$ cat config.mk
export PLATFORM = sky130hd
export DESIGN_NAME = mdr_reply_encoder
export DESIGN_NICKNAME = d
export VERILOG_FILES = /design/src/mdr_pkg.sv /design/src/mdr_sync.sv /design/src/mdr_reply_sender.sv /design/src/mdr_reply_encoder.sv
export VERILOG_INCLUDE_DIRS = /design/src /design/src/src
export SDC_FILE = /design/constraint.sdc
export NUM_CORES = 1
export LEC_CHECK = 0
export CAP_MARGIN = 10
export CORE_UTILIZATION = 30
export CTS_BUF_LIST = sky130_fd_sc_hd__clkbuf_4 sky130_fd_sc_hd__clkbuf_8 sky130_fd_sc_hd__clkbuf_16
export DETAILED_ROUTE_END_ITERATION = 6
export DONT_BUFFER_PORTS = 1
export PLACE_DENSITY = 0.44
export SYNTH_ARGS = -nofsm -noshare
export SYNTH_HDL_FRONTEND = slang
export SYNTH_SLANG_ARGS = --single-unit
$ cat constraint.sdc
create_clock -name clock -period 4 [get_ports clock]
set_clock_uncertainty 0.05 [all_clocks]
set_input_delay 0.4 -clock clock [delete_from_list [all_inputs] [get_ports clock]]
set_output_delay 0.4 -clock clock [all_outputs]
set_load 0.05 [all_outputs]
$ cat src/mdr_map.svh
// Command codes, reply codes, field positions and reset values
`ifndef MDR_MAP_SVH
`define MDR_MAP_SVH

// Host command codes (bit seven always set)
`define MDR_CMD_SET_PROT 8'h81
`define MDR_CMD_GET_PROT 8'h82
`define MDR_CMD_SET_LIM 8'h83
`define MDR_CMD_GET_LIM 8'h84
`define MDR_CMD_GET_FLT0 8'h85
`define MDR_CMD_GET_FLT1 8'h86
`define MDR_CMD_SET_TIMING 8'h87
`define MDR_CMD_GET_TIMING 8'h88

// Reply code construction
`define MDR_CMD_MARK_BIT 7
`define MDR_ACK_BIT 6
`define MDR_UNSOL_FLT0 8'h85
`define MDR_UNSOL_FLT1 8'h86

// Protection configuration fields
`define MDR_PROT_RSVD_BIT 7
`define MDR_PROT_PULLUP_BIT 6
`define MDR_PROT_SLEEP_BIT 5
`define MDR_PROT_NEUSIM_BIT 4
`define MDR_PROT_EXT_UV_BIT 3
`define MDR_PROT_EXT_OC_BIT 2
`define MDR_PROT_OC_LIM_HI 1
`define MDR_PROT_OC_LIM_LO 0
`define MDR_PROT_RESET 8'h00
`define MDR_PROT_WMASK 8'h7f

// Current-limit reference code: threshold = base + code * step
`define MDR_LIM_RESET 8'h40
`define MDR_LIM_BASE_MV 991
`define MDR_LIM_STEP_UV 13770

// Fault word 1 layout
`define MDR_FLT1_EXT_UV_BIT 2
`define MDR_FLT1_EXT_OC_BIT 3
`define MDR_FLT1_CFG_LOST_BIT 4
`define MDR_FLT1_LDO_UV_BIT 5
`define MDR_FLT1_EVENT_MASK 8'h2c

`endif

$ cat src/mdr_pkg.sv
// Types shared by the host reply encoder
package mdr_pkg;

  // Command parser states
  typedef enum logic [1:0] {
    MDR_IDLE,
    MDR_DATA,
    MDR_WAIT
  } mdr_state_t;

endpackage : mdr_pkg

$ cat src/mdr_sync.sv
// Two-flop synchroniser, one chain per bit
`timescale 1ns/1ps
`default_nettype none

module mdr_sync #(
  parameter int WIDTH = 8
) (
  input wire logic clock,
  input wire logic rst_n,
  input wire logic [WIDTH-1:0] async_in,
  output logic [WIDTH-1:0] sync_out
);

  // Each bit gets its own chain; only the second stage is read
  genvar i;
  generate
    for (i = 0; i < WIDTH; i++) begin : g_bit
      logic stage1;
      logic stage2;
      always_ff @(posedge clock or negedge rst_n) begin
        if (!rst_n) begin
          stage1 <= 1'b0;
          stage2 <= 1'b0;
        end else begin
          stage1 <= async_in[i];
          stage2 <= stage1;
        end
      end
      // Each process owns its own two flops; the vector is only assembled here
      assign sync_out[i] = stage2;
    end
  endgenerate

endmodule : mdr_sync

`default_nettype wire

$ cat src/mdr_reply_sender.sv
// Sends a one- or two-byte reply message over a valid/ready byte port
`timescale 1ns/1ps
`default_nettype none

module mdr_reply_sender (
  input wire logic clock,
  input wire logic rst_n,
  input wire logic launch,
  input wire logic [7:0] code,
  input wire logic [7:0] data,
  input wire logic has_data,
  output logic busy,
  output logic reply_valid,
  output logic [7:0] reply_byte,
  input wire logic reply_ready
);

  logic [7:0] held_data;
  logic second_due;

  // Byte presenter: code first, then the data byte if any
  always_ff @(posedge clock or negedge rst_n) begin
    if (!rst_n) begin
      busy <= 1'b0;
      reply_valid <= 1'b0;
      reply_byte <= 8'h00;
      held_data <= 8'h00;
      second_due <= 1'b0;
    end else if (launch && !busy) begin
      busy <= 1'b1;
      reply_valid <= 1'b1;
      reply_byte <= code;
      held_data <= data;
      second_due <= has_data;
    end else if (reply_valid && reply_ready) begin
      if (second_due) begin
        reply_byte <= held_data;
        second_due <= 1'b0;
      end else begin
        reply_valid <= 1'b0;
        busy <= 1'b0;
      end
    end
  end

endmodule : mdr_reply_sender

`default_nettype wire

$ cat src/mdr_reply_encoder.sv
// Host message link command interpreter and reply/report encoder
`include "mdr_map.svh"
`timescale 1ns/1ps
`default_nettype none

module mdr_reply_encoder (
  input wire logic clock,
  input wire logic rst_n,
  input wire logic cmd_valid,
  input wire logic [7:0] cmd_byte,
  output logic cmd_ready,
  output logic reply_valid,
  output logic [7:0] reply_byte,
  input wire logic reply_ready,
  input wire logic chip_enable,
  input wire logic [7:0] supply_thermal_faults,
  input wire logic ext_undervoltage_lockout,
  input wire logic ext_overcurrent,
  input wire logic ldo_undervoltage_lockout,
  output logic pullup_disconnect,
  output logic sleep_active,
  output logic standby_active,
  output logic neutral_sim_enable,
  output logic ext_uv_lockout_enable,
  output logic ext_oc_detect_enable,
  output logic [1:0] ext_oc_threshold,
  output logic [7:0] current_limit_code
);

  logic rst_meta_n;
  logic rst_sync_n;
  logic [7:0] flt0_sync;
  logic [3:0] pin_sync;
  logic ce_s;
  logic [7:0] flt0;
  logic [7:0] flt1_live;
  logic [7:0] flt1;
  logic [7:0] flt0_prev;
  logic [7:0] flt1_prev;
  logic unsol0_pend;
  logic unsol1_pend;
  logic cfg_lost;
  logic [7:0] driver_protection_config;
  logic [7:0] current_limit_reference;
  mdr_pkg::mdr_state_t state;
  mdr_pkg::mdr_state_t next_state;
  logic [7:0] pend_cmd;
  logic accept;
  logic is_cmd;
  logic launch;
  logic [7:0] launch_code;
  logic [7:0] launch_data;
  logic launch_has_data;
  logic sender_busy;
  logic send_flt1;
  logic send_unsol0;
  logic send_unsol1;
  logic prot_ok;
  logic [7:0] prot_new;

  // Reset release through two flops
  always_ff @(posedge clock or negedge rst_n) begin
    if (!rst_n) begin
      rst_meta_n <= 1'b0;
      rst_sync_n <= 1'b0;
    end else begin
      rst_meta_n <= 1'b1;
      rst_sync_n <= rst_meta_n;
    end
  end

  // Analog flags and the enable pin cross into the clock domain
  mdr_sync #(.WIDTH(8)) u_sync_flt0 (
    .clock(clock),
    .rst_n(rst_sync_n),
    .async_in(supply_thermal_faults),
    .sync_out(flt0_sync)
  );

  mdr_sync #(.WIDTH(4)) u_sync_pins (
    .clock(clock),
    .rst_n(rst_sync_n),
    .async_in({chip_enable, ldo_undervoltage_lockout, ext_overcurrent,
               ext_undervoltage_lockout}),
    .sync_out(pin_sync)
  );

  assign ce_s = pin_sync[3];
  assign flt0 = flt0_sync;
  // Fault word 1 assembly, reserved bits zero
  always_comb begin
    flt1_live = 8'h00;
    flt1_live[`MDR_FLT1_EXT_UV_BIT] = pin_sync[0];
    flt1_live[`MDR_FLT1_EXT_OC_BIT] = pin_sync[1];
    flt1_live[`MDR_FLT1_LDO_UV_BIT] = pin_sync[2];
    flt1 = flt1_live;
    flt1[`MDR_FLT1_CFG_LOST_BIT] = cfg_lost;
  end

  // Command decode helpers
  assign accept = cmd_valid && cmd_ready;
  assign is_cmd = cmd_byte[`MDR_CMD_MARK_BIT];
  assign send_flt1 = accept && (cmd_byte == `MDR_CMD_GET_FLT1);
  assign send_unsol0 = launch && (launch_code == `MDR_UNSOL_FLT0);
  assign send_unsol1 = launch && (launch_code == `MDR_UNSOL_FLT1);

  // Protection write: reserved bit must be zero, pull-up bit may only
  // change in standby so a live pull-up is never switched underneath
  always_comb begin
    prot_new = cmd_byte & `MDR_PROT_WMASK;
    prot_ok = !cmd_byte[`MDR_PROT_RSVD_BIT];
    if ((prot_new[`MDR_PROT_PULLUP_BIT] !=
         driver_protection_config[`MDR_PROT_PULLUP_BIT]) &&
        !standby_active) begin
      prot_ok = 1'b0;
    end
  end

  // Parser and reply selection
  always_comb begin
    next_state = state;
    launch = 1'b0;
    launch_code = 8'h00;
    launch_data = 8'h00;
    launch_has_data = 1'b0;
    case (state)
      mdr_pkg::MDR_IDLE: begin
        if (accept && is_cmd) begin
          launch_code = {1'b0, 1'b1, cmd_byte[5:0]};
          launch_has_data = 1'b1;
          case (cmd_byte)
            `MDR_CMD_SET_PROT,
            `MDR_CMD_SET_LIM,
            `MDR_CMD_SET_TIMING: begin
              next_state = mdr_pkg::MDR_DATA;
            end
            `MDR_CMD_GET_PROT: begin
              launch = 1'b1;
              launch_data = driver_protection_config;
            end
            `MDR_CMD_GET_LIM: begin
              launch = 1'b1;
              launch_data = current_limit_reference;
            end
            `MDR_CMD_GET_FLT0: begin
              launch = 1'b1;
              launch_data = flt0;
            end
            `MDR_CMD_GET_FLT1: begin
              launch = 1'b1;
              launch_data = flt1;
            end
            `MDR_CMD_GET_TIMING: begin
              launch = 1'b1;
              launch_code = {2'b00, cmd_byte[5:0]};
              launch_has_data = 1'b0;
            end
            default: begin
              launch_has_data = 1'b0;
            end
          endcase
          if (launch) begin
            next_state = mdr_pkg::MDR_WAIT;
          end
        end else if (!accept && unsol0_pend) begin
          launch = 1'b1;
          launch_code = `MDR_UNSOL_FLT0;
          launch_data = flt0;
          launch_has_data = 1'b1;
          next_state = mdr_pkg::MDR_WAIT;
        end else if (!accept && unsol1_pend) begin
          launch = 1'b1;
          launch_code = `MDR_UNSOL_FLT1;
          launch_data = flt1;
          launch_has_data = 1'b1;
          next_state = mdr_pkg::MDR_WAIT;
        end
      end
      mdr_pkg::MDR_DATA: begin
        if (accept) begin
          launch = 1'b1;
          launch_has_data = 1'b1;
          next_state = mdr_pkg::MDR_WAIT;
          case (pend_cmd)
            `MDR_CMD_SET_PROT: begin
              launch_code = {1'b0, prot_ok, pend_cmd[5:0]};
              launch_data = prot_ok ? prot_new : driver_protection_config;
            end
            `MDR_CMD_SET_LIM: begin
              launch_code = {1'b0, 1'b1, pend_cmd[5:0]};
              launch_data = cmd_byte;
            end
            default: begin
              launch_code = {2'b00, pend_cmd[5:0]};
              launch_has_data = 1'b0;
            end
          endcase
        end
      end
      mdr_pkg::MDR_WAIT: begin
        if (!sender_busy) begin
          next_state = mdr_pkg::MDR_IDLE;
        end
      end
      default: begin
        next_state = mdr_pkg::MDR_IDLE;
      end
    endcase
  end

  // Parser state, remembered command and input handshake
  always_ff @(posedge clock or negedge rst_sync_n) begin
    if (!rst_sync_n) begin
      state <= mdr_pkg::MDR_IDLE;
      pend_cmd <= 8'h00;
      cmd_ready <= 1'b0;
    end else begin
      state <= next_state;
      if (accept && state == mdr_pkg::MDR_IDLE) begin
        pend_cmd <= cmd_byte;
      end
      cmd_ready <= (next_state != mdr_pkg::MDR_WAIT);
    end
  end

  // Configuration registers, updated on accepted writes
  always_ff @(posedge clock or negedge rst_sync_n) begin
    if (!rst_sync_n) begin
      driver_protection_config <= `MDR_PROT_RESET;
      current_limit_reference <= `MDR_LIM_RESET;
    end else if (accept && state == mdr_pkg::MDR_DATA) begin
      if (pend_cmd == `MDR_CMD_SET_PROT && prot_ok) begin
        driver_protection_config <= prot_new;
      end
      if (pend_cmd == `MDR_CMD_SET_LIM) begin
        current_limit_reference <= cmd_byte;
      end
    end
  end

  // Configuration-lost flag: set by reset, cleared once fault word 1
  // has been reported
  always_ff @(posedge clock or negedge rst_sync_n) begin
    if (!rst_sync_n) begin
      cfg_lost <= 1'b1;
    end else if (send_unsol1 || (launch && send_flt1 &&
                 state == mdr_pkg::MDR_IDLE)) begin
      cfg_lost <= 1'b0;
    end
  end

  // Rising fault flags arm an unsolicited report; a new rise wins over
  // the clear made by the report in flight
  always_ff @(posedge clock or negedge rst_sync_n) begin
    if (!rst_sync_n) begin
      flt0_prev <= 8'h00;
      flt1_prev <= 8'h00;
      unsol0_pend <= 1'b0;
      unsol1_pend <= 1'b0;
    end else begin
      flt0_prev <= flt0;
      flt1_prev <= flt1_live;
      if (|(flt0 & ~flt0_prev)) begin
        unsol0_pend <= 1'b1;
      end else if (send_unsol0) begin
        unsol0_pend <= 1'b0;
      end
      if (|(flt1_live & ~flt1_prev & `MDR_FLT1_EVENT_MASK)) begin
        unsol1_pend <= 1'b1;
      end else if (send_unsol1) begin
        unsol1_pend <= 1'b0;
      end
    end
  end

  // Control outputs derived from the configuration and enable pin
  always_ff @(posedge clock or negedge rst_sync_n) begin
    if (!rst_sync_n) begin
      pullup_disconnect <= 1'b0;
      sleep_active <= 1'b0;
      standby_active <= 1'b0;
      neutral_sim_enable <= 1'b0;
      ext_uv_lockout_enable <= 1'b1;
      ext_oc_detect_enable <= 1'b1;
      ext_oc_threshold <= 2'b00;
      current_limit_code <= `MDR_LIM_RESET;
    end else begin
      sleep_active <= !ce_s &&
        driver_protection_config[`MDR_PROT_SLEEP_BIT];
      standby_active <= !ce_s &&
        !driver_protection_config[`MDR_PROT_SLEEP_BIT];
      pullup_disconnect <= !ce_s &&
        (!driver_protection_config[`MDR_PROT_PULLUP_BIT] ||
         driver_protection_config[`MDR_PROT_SLEEP_BIT]);
      neutral_sim_enable <=
        driver_protection_config[`MDR_PROT_NEUSIM_BIT];
      ext_uv_lockout_enable <=
        !driver_protection_config[`MDR_PROT_EXT_UV_BIT];
      ext_oc_detect_enable <=
        !driver_protection_config[`MDR_PROT_EXT_OC_BIT];
      ext_oc_threshold <= driver_protection_config[
        `MDR_PROT_OC_LIM_HI:`MDR_PROT_OC_LIM_LO];
      current_limit_code <= current_limit_reference;
    end
  end

  // Reply byte sequencer
  mdr_reply_sender u_sender (
    .clock(clock),
    .rst_n(rst_sync_n),
    .launch(launch),
    .code(launch_code),
    .data(launch_data),
    .has_data(launch_has_data),
    .busy(sender_busy),
    .reply_valid(reply_valid),
    .reply_byte(reply_byte),
    .reply_ready(reply_ready)
  );

endmodule : mdr_reply_encoder

`default_nettype wire

### Yosys cells after proc, flatten, opt, wreduce, memory -nomap -nowiden

Index checks and enable logic that the tools add are counted.

| cells by class | value |
|---|---|
| mux-type cells | 49 |
| eq/ne operators | 17 |
| bitwise operators | 4 |
| reductions and logical operators | 44 |

Operators by type and width:

| operator | number |
|---|---|
| $eq 8x8->1 const B | 12 |
| $mux 8 | 9 |
| $pmux 8 s2 | 3 |
| $pmux 8 s4 | 1 |
| $mux 1 | 21 |
| $mux 7 | 3 |
| $logic_and 1x1->1 | 18 |
| $mux 2 | 7 |
| $pmux 7 s2 | 1 |
| $logic_not 1->1 | 9 |
| $and 8x8->8 | 1 |
| $not 8->8 | 1 |
| $reduce_and 2->1 | 4 |
| $reduce_bool 2->1 | 4 |
| $reduce_or 8->1 | 1 |
| $reduce_or 7->1 | 1 |
| $and 6x6->6 | 1 |
| $mux 6 | 1 |
| $not 6->6 | 1 |
| $pmux 2 s3 | 1 |
| $reduce_or 3->1 | 2 |
| $reduce_or 5->1 | 1 |
| $ne 2x2->1 const B | 2 |
| $pmux 1 s2 | 2 |
| other kinds (6) | 7 |

| word-level totals | value |
|---|---|
| input port bits | 24 |
| output and inout port bits | 26 |
| register bits after elaboration | 100 |

### Longest topological paths before layout

| depth | value |
|---|---|
| depth after elaboration | 11 |
| depth in mapped cells | 9 |
| depth with buffers taken out | 5 |

### Modules after synthesis

From an unflattened synthesis, not the netlist that was laid out.

| unflattened totals | value |
|---|---|
| cell total of the unflattened synthesis | 350 |
| area total of the unflattened synthesis | 4210.3 um^2 |

By module, submodules not included:

| module | area each (um^2) | times used | cells an instance | sequential area each (um^2) |
|---|---|---|---|---|
| mdr_reply_encoder | 2643.8 | 1 | 248 | 1457.6 |
| mdr_reply_sender | 875.8 | 1 | 66 | 450.4 |
| mdr_sync at u_sync_flt0 | 460.4 | 1 | 24 | 400.4 |
| mdr_sync at u_sync_pins | 230.2 | 1 | 12 | 200.2 |

### Worst setup path before layout

No wires, ideal clock.

| timing path | value |
|---|---|
| kind | reg-to-reg |
| from | reg cmd_ready |
| to | reg driver_protection_config[4] |
| required time | 3.825 ns |
| path slack | 1.462 ns |
| data arrival time | 2.363 ns |
| stages on the path, launching flop included | 7 |
| path buffers | 2 |
| cells stage by stage | dfrtp_1 and4b_1 buf_4 nand4_1 a2111oi_2 buf_2 mux2_2 |

| between the ends | value |
|---|---|
| word-level cells in the longest chain between the ends | 3 |

RTL lines:

| element | line | RTL |
|---|---|---|
| start: declaration | mdr_reply_encoder.sv:11 | `output logic cmd_ready,` |
| start signal: assignment | mdr_reply_encoder.sv:222 | `cmd_ready <= (next_state != mdr_pkg::MDR_WAIT);` |
| $logic_and 1x1->1 | mdr_reply_encoder.sv:101 | `assign accept = cmd_valid && cmd_ready;` |
| $logic_and 1x1->1 | mdr_reply_encoder.sv:231 | `end else if (accept && state == mdr_pkg::MDR_DATA) begin` |
| $reduce_and 2->1 (no line) | - |  |
| end signal: assignment | mdr_reply_encoder.sv:229 | `` driver_protection_config <= `MDR_PROT_RESET; `` |
| end signal: assignment | mdr_reply_encoder.sv:233 | `driver_protection_config <= prot_new;` |
| end: declaration | mdr_reply_encoder.sv:43 | `logic [7:0] driver_protection_config;` |

Every way passes these cells.
A chain may end at the register's enable or synchronous reset.

### Worst setup path after layout

| timing path | value |
|---|---|
| from | reg cmd_ready |
| to | reg u_sender.reply_byte[4] |

| between the ends | value |
|---|---|
| word-level cells in the longest chain between the ends | 10 |
| elaborated cells between the ends (all ways) | 19 |
| classes of those cells | 10 x mux; 9 x reduce/logical |

RTL lines:

| element | line | RTL |
|---|---|---|
| $logic_and 1x1->1 * | mdr_reply_encoder.sv:101 |  |
| $logic_not 1->1 | mdr_reply_encoder.sv:165, mdr_reply_encoder.sv:171 |  |
| $logic_and 1x1->1 | mdr_reply_encoder.sv:171 | `end else if (!accept && unsol1_pend) begin` |
| $mux 1 | mdr_reply_encoder.sv:171 |  |
| $mux 1 | mdr_reply_encoder.sv:165 | `end else if (!accept && unsol0_pend) begin` |
| $mux 1 | mdr_reply_encoder.sv:128 | `if (accept && is_cmd) begin` |
| $pmux 1 s2 | mdr_reply_encoder.sv:126 | `case (state)` |
| $logic_and 1x1->1 | mdr_reply_sender.sv:29 | `end else if (launch && !busy) begin` |
| $reduce_bool 2->1 (no line) | - |  |
| $reduce_and 2->1 (no line) | - |  |
| end signal: assignment | mdr_reply_sender.sv:32 | `reply_byte <= code;` |
| end signal: assignment | mdr_reply_sender.sv:37 | `reply_byte <= held_data;` |
| end: declaration | mdr_reply_sender.sv:14 | `output logic [7:0] reply_byte,` |

Every way passes the cells marked *; elsewhere a longest branch is shown, timed or not.

==> summary.md <==
| Metric | Value |
|---|---|
| Clock-pin slew on the worst setup and hold paths | `70 ps` |
| Main combinational cell family by area after synthesis | `compound AO/OA/AOI/OAI gates` |
| Mux cell area share after synthesis | `0.116` |
| Worst setup path endpoint | `u_sender.reply_byte[4]$_DFFE_PN0P_` |
| Worst Hold Class | `in -> reg` |
| Crit path from | `cmd_ready$_DFF_PN0_` |
| Per-cell routed wire length | `18.9 um` |
| # rows | `42` |
| Worst-path maximum fanout | `28` |
| Worst-Margin Slew | `992 ps` |
| Detailed-router iteration count before antenna repair | `4` |
| Post-DR vias/cell | `4.97` |
| # port buffers | `0` |
| Vias in the first global route | `2,790` |
| Final Non-Filler Cells | `538` |
| Die Span Y | `119 um` |
| Xor/xnor share of the synthesized area | `0.00212` |
| Post-Synthesis Cells | `350` |
| Initial Utilization | `0.310` |
| RSZ-0062 raised after global routing | `no` |
| Full die area | `0.0143 mm2` |
| Synth Area in Adders | `0` |
| Fmax | `348 MHz` |
| PwrDens | `616 mW/mm2` |
| Clock Tree Buf Depth | `2` |
| FF-to-FF End | `u_sender.reply_byte[4]$_DFFE_PN0P_` |
| Share of the synthesized area in the top cell type | `0.575` |
| Final count of pins violating max slew | `0` |
| Nets | `381` |
| Setup TNS | `0 ps` |
| Max VDD drop | `0.000403 V` |
| Fill cell total of the finished layout | `1,361` |
| Placer Congestion | `0.829` |
| Synth Area in Compound Gates | `0.131` |
| Fin util | `0.354` |
| Residual DRC count | `0` |
| Critical path arrival | `3020 ps` |
| Hold_ws | `109 ps` |
| Net count after synthesis | `374` |
| FF-to-FF path depth | `5` |
| Clock sink count | `100` |
| Setup slack, reg-to-reg | `1130 ps` |
| Total number of vias | `2,673` |
| Antenna violations before repair | `0` |
| Clock Tree Root | `clkbuf_16` |
| Setup CP Type | `reg -> reg` |
| Total global routing track utilization | `0.154` |
| Final Setup Violations | `0` |
| Post-synth ARST share | `1.00` |
| Seq/Total Area, Yosys | `0.606` |
| Later-pin clock latency in the skew report | `360 ps` |
| H-Tree Depth | `3` |
| Synth Flop Type | `dfrtp_1` |
| Inserted Clock Buffers | `9` |
| Worst setup EP type | `flop` |
| Register bit total from synthesis | `100` |
| Post-Synth Simple-Gate Area | `0.101` |
| Warnings from Yosys | `0` |
| Total power | `2.91 mW` |
| Diode count | `0` |
| Distinct cells, synth | `51` |
| CTS tree | `yes` |
| Most frequent cells in the layout | `94 x dfrtp_1, 29 x nand2_1, 23 x inv_1, 23 x mux2i_1, 22 x mux2_2` |
| Syn Area/Cell | `11.8 um2` |
| Setup crit start kind | `flop` |
| First-pass GRT wire length | `16.2 mm` |
| CORE AREA | `0.0133 mm2` |
| Layout cells sized above 1 | `0.144` |
| Min cycle time layout | `2870 ps` |
| Post-Syn Area | `0.00414 mm2` |
| Leak | `2.11 nW` |
| Critical hold path startpoint | `cmd_byte[5]` |
| Starting DRT DRC Count | `125` |
| Relative slew slack | `0.338` |
| CP required | `4140 ps` |
| Post CTS Setup Buffer Count | `0` |
| Routed wire length | `10.2 mm` |
| Final period util | `0.718` |
| Synth area leader | `dfrtp_1` |
| I/O Pins | `50` |
| Crit Reg-Reg Startpoint | `cmd_ready$_DFF_PN0_` |
| Post-route ant nets | `0` |
| Maximum capacitance violations | `0` |
| Cell total after placement | `509` |
| Die W | `119 um` |
| Synth top area cells | `dfrtp_1 57%, mux2_2 6.0%, mux2i_1 5.6%, dfstp_2 3.2%, nand2_1 2.6%` |
| Leading cell type in the layout, fill and taps excluded | `dfrtp_1` |
| Maximum number of pins on one net before global-route repair | `73` |
| Post-DP HPWL | `7.04 mm` |
| Hold violation count in the final report | `0` |
| Area Overhead vs Synth | `14.2%` |
| Post-synth EDFFs | `0` |
| GRT Residual Overflow | `0` |
| Outcome | `finished clean` |
-- where the power goes --
group | internal (mW) | total [mW] | leakage (nW) | switching, mW
clock | 0.444 | 0.866 | 0.148 | 0.422
sequential | 1.17 | 1.51 | 1.21 | 0.340
combinational | 0.258 | 0.532 | 0.755 | 0.274
-- state kept, by name (all words and copies together) (netlist names), 8 cells and up --
name,count
current_limit_code,8
flt0_prev,8
current_limit_reference,8
u_sync_flt0.g_bit.stage1,8
pend_cmd,8
u_sender.held_data,8
u_sync_flt0.g_bit.stage2,8
u_sender.reply_byte,8
-- layout make-up --
class / instances / area (um2) / share of cell area
Clock inverter: 7 / 78.8 / 0.0167
Sequential cell: 100 / 2510 / 0.532
Tap cell: 176 / 220 / 0.0466
Multi-Input combinational cell: 207 / 1450 / 0.306
Clock buffer: 9 / 225 / 0.0477
Timing Repair Buffer: 16 / 153 / 0.0323
Inverter: 23 / 86.3 / 0.0183
-- routing by layer --
metal / vias up / part of all wire / GRT usage
li1: 1269 / - / -
met4: 0 / 0.0091 / 0.0539
met2: 63 / 0.48 / 0.236
met5: - / 0 / 0
met1: 1335 / 0.46 / 0.200
met3: 6 / 0.051 / 0.0580
-- critical path, cell delays in order, from the launching register on --
cell      delay, ps
dfrtp_1         730
nand2_1         270
or3_1           510
o32a_1          700
a221oi_1        360
a21oi_1          70
-- logic make-up after synthesis --
kind of cell | count (synthesis)
other | 1
flip-flops | 100
XOR/XNOR | 1
AND/OR/NAND/NOR | 81
buffers and inverters | 43
AO/OA/AOI/OAI | 79
multiplexers | 45
-- Yosys cell counts, drive strengths merged, types with 3 or more instances --
library cell and n:
nand2 29, nand4 3, nor3 5, a211oi 6, mux2 22, a22oi 3
nor3b 3, a221oi 6, or2 3, nand3 4, o32a 5, o22ai 8
dfstp 5, nor2 13, a21oi 15, nand2b 7, dfrtp 95, o21ai 20
clkbuf 13, inv 23, mux2i 23, buf 7
-- through the flow --
stage | area (um2) | setup WS, ps
after floorplan | 4140 | 967
after global placement | 4290 | 1170
after detailed placement | 4290 | 1140
after CTS | 4720 | 1120
after global routing | 4720 | 905
final | 4720 | 1130
-- what timing repair did --
item / in CTS / in global routing
hold endpoints to repair: 14 / 0
hold buffers: 13 / 0
gates resized for setup: 0 / 0
-- worst min-delay path by stage --
stage	endpoint	slack, ps	cells after the start
finish	driver_protection_config[5]$_DFFE_PN0P_	110	2
global route	pend_cmd[1]$_DFFE_PN0P_	110	2
CTS	driver_protection_config[5]$_DFFE_PN0P_	100	2
detailed placement	rst_meta_n$_DFF_PN0_	50	0
global placement	rst_meta_n$_DFF_PN0_	50	0
floorplan	rst_meta_n$_DFF_PN0_	50	0
Power figures use the tool's default switching activity.
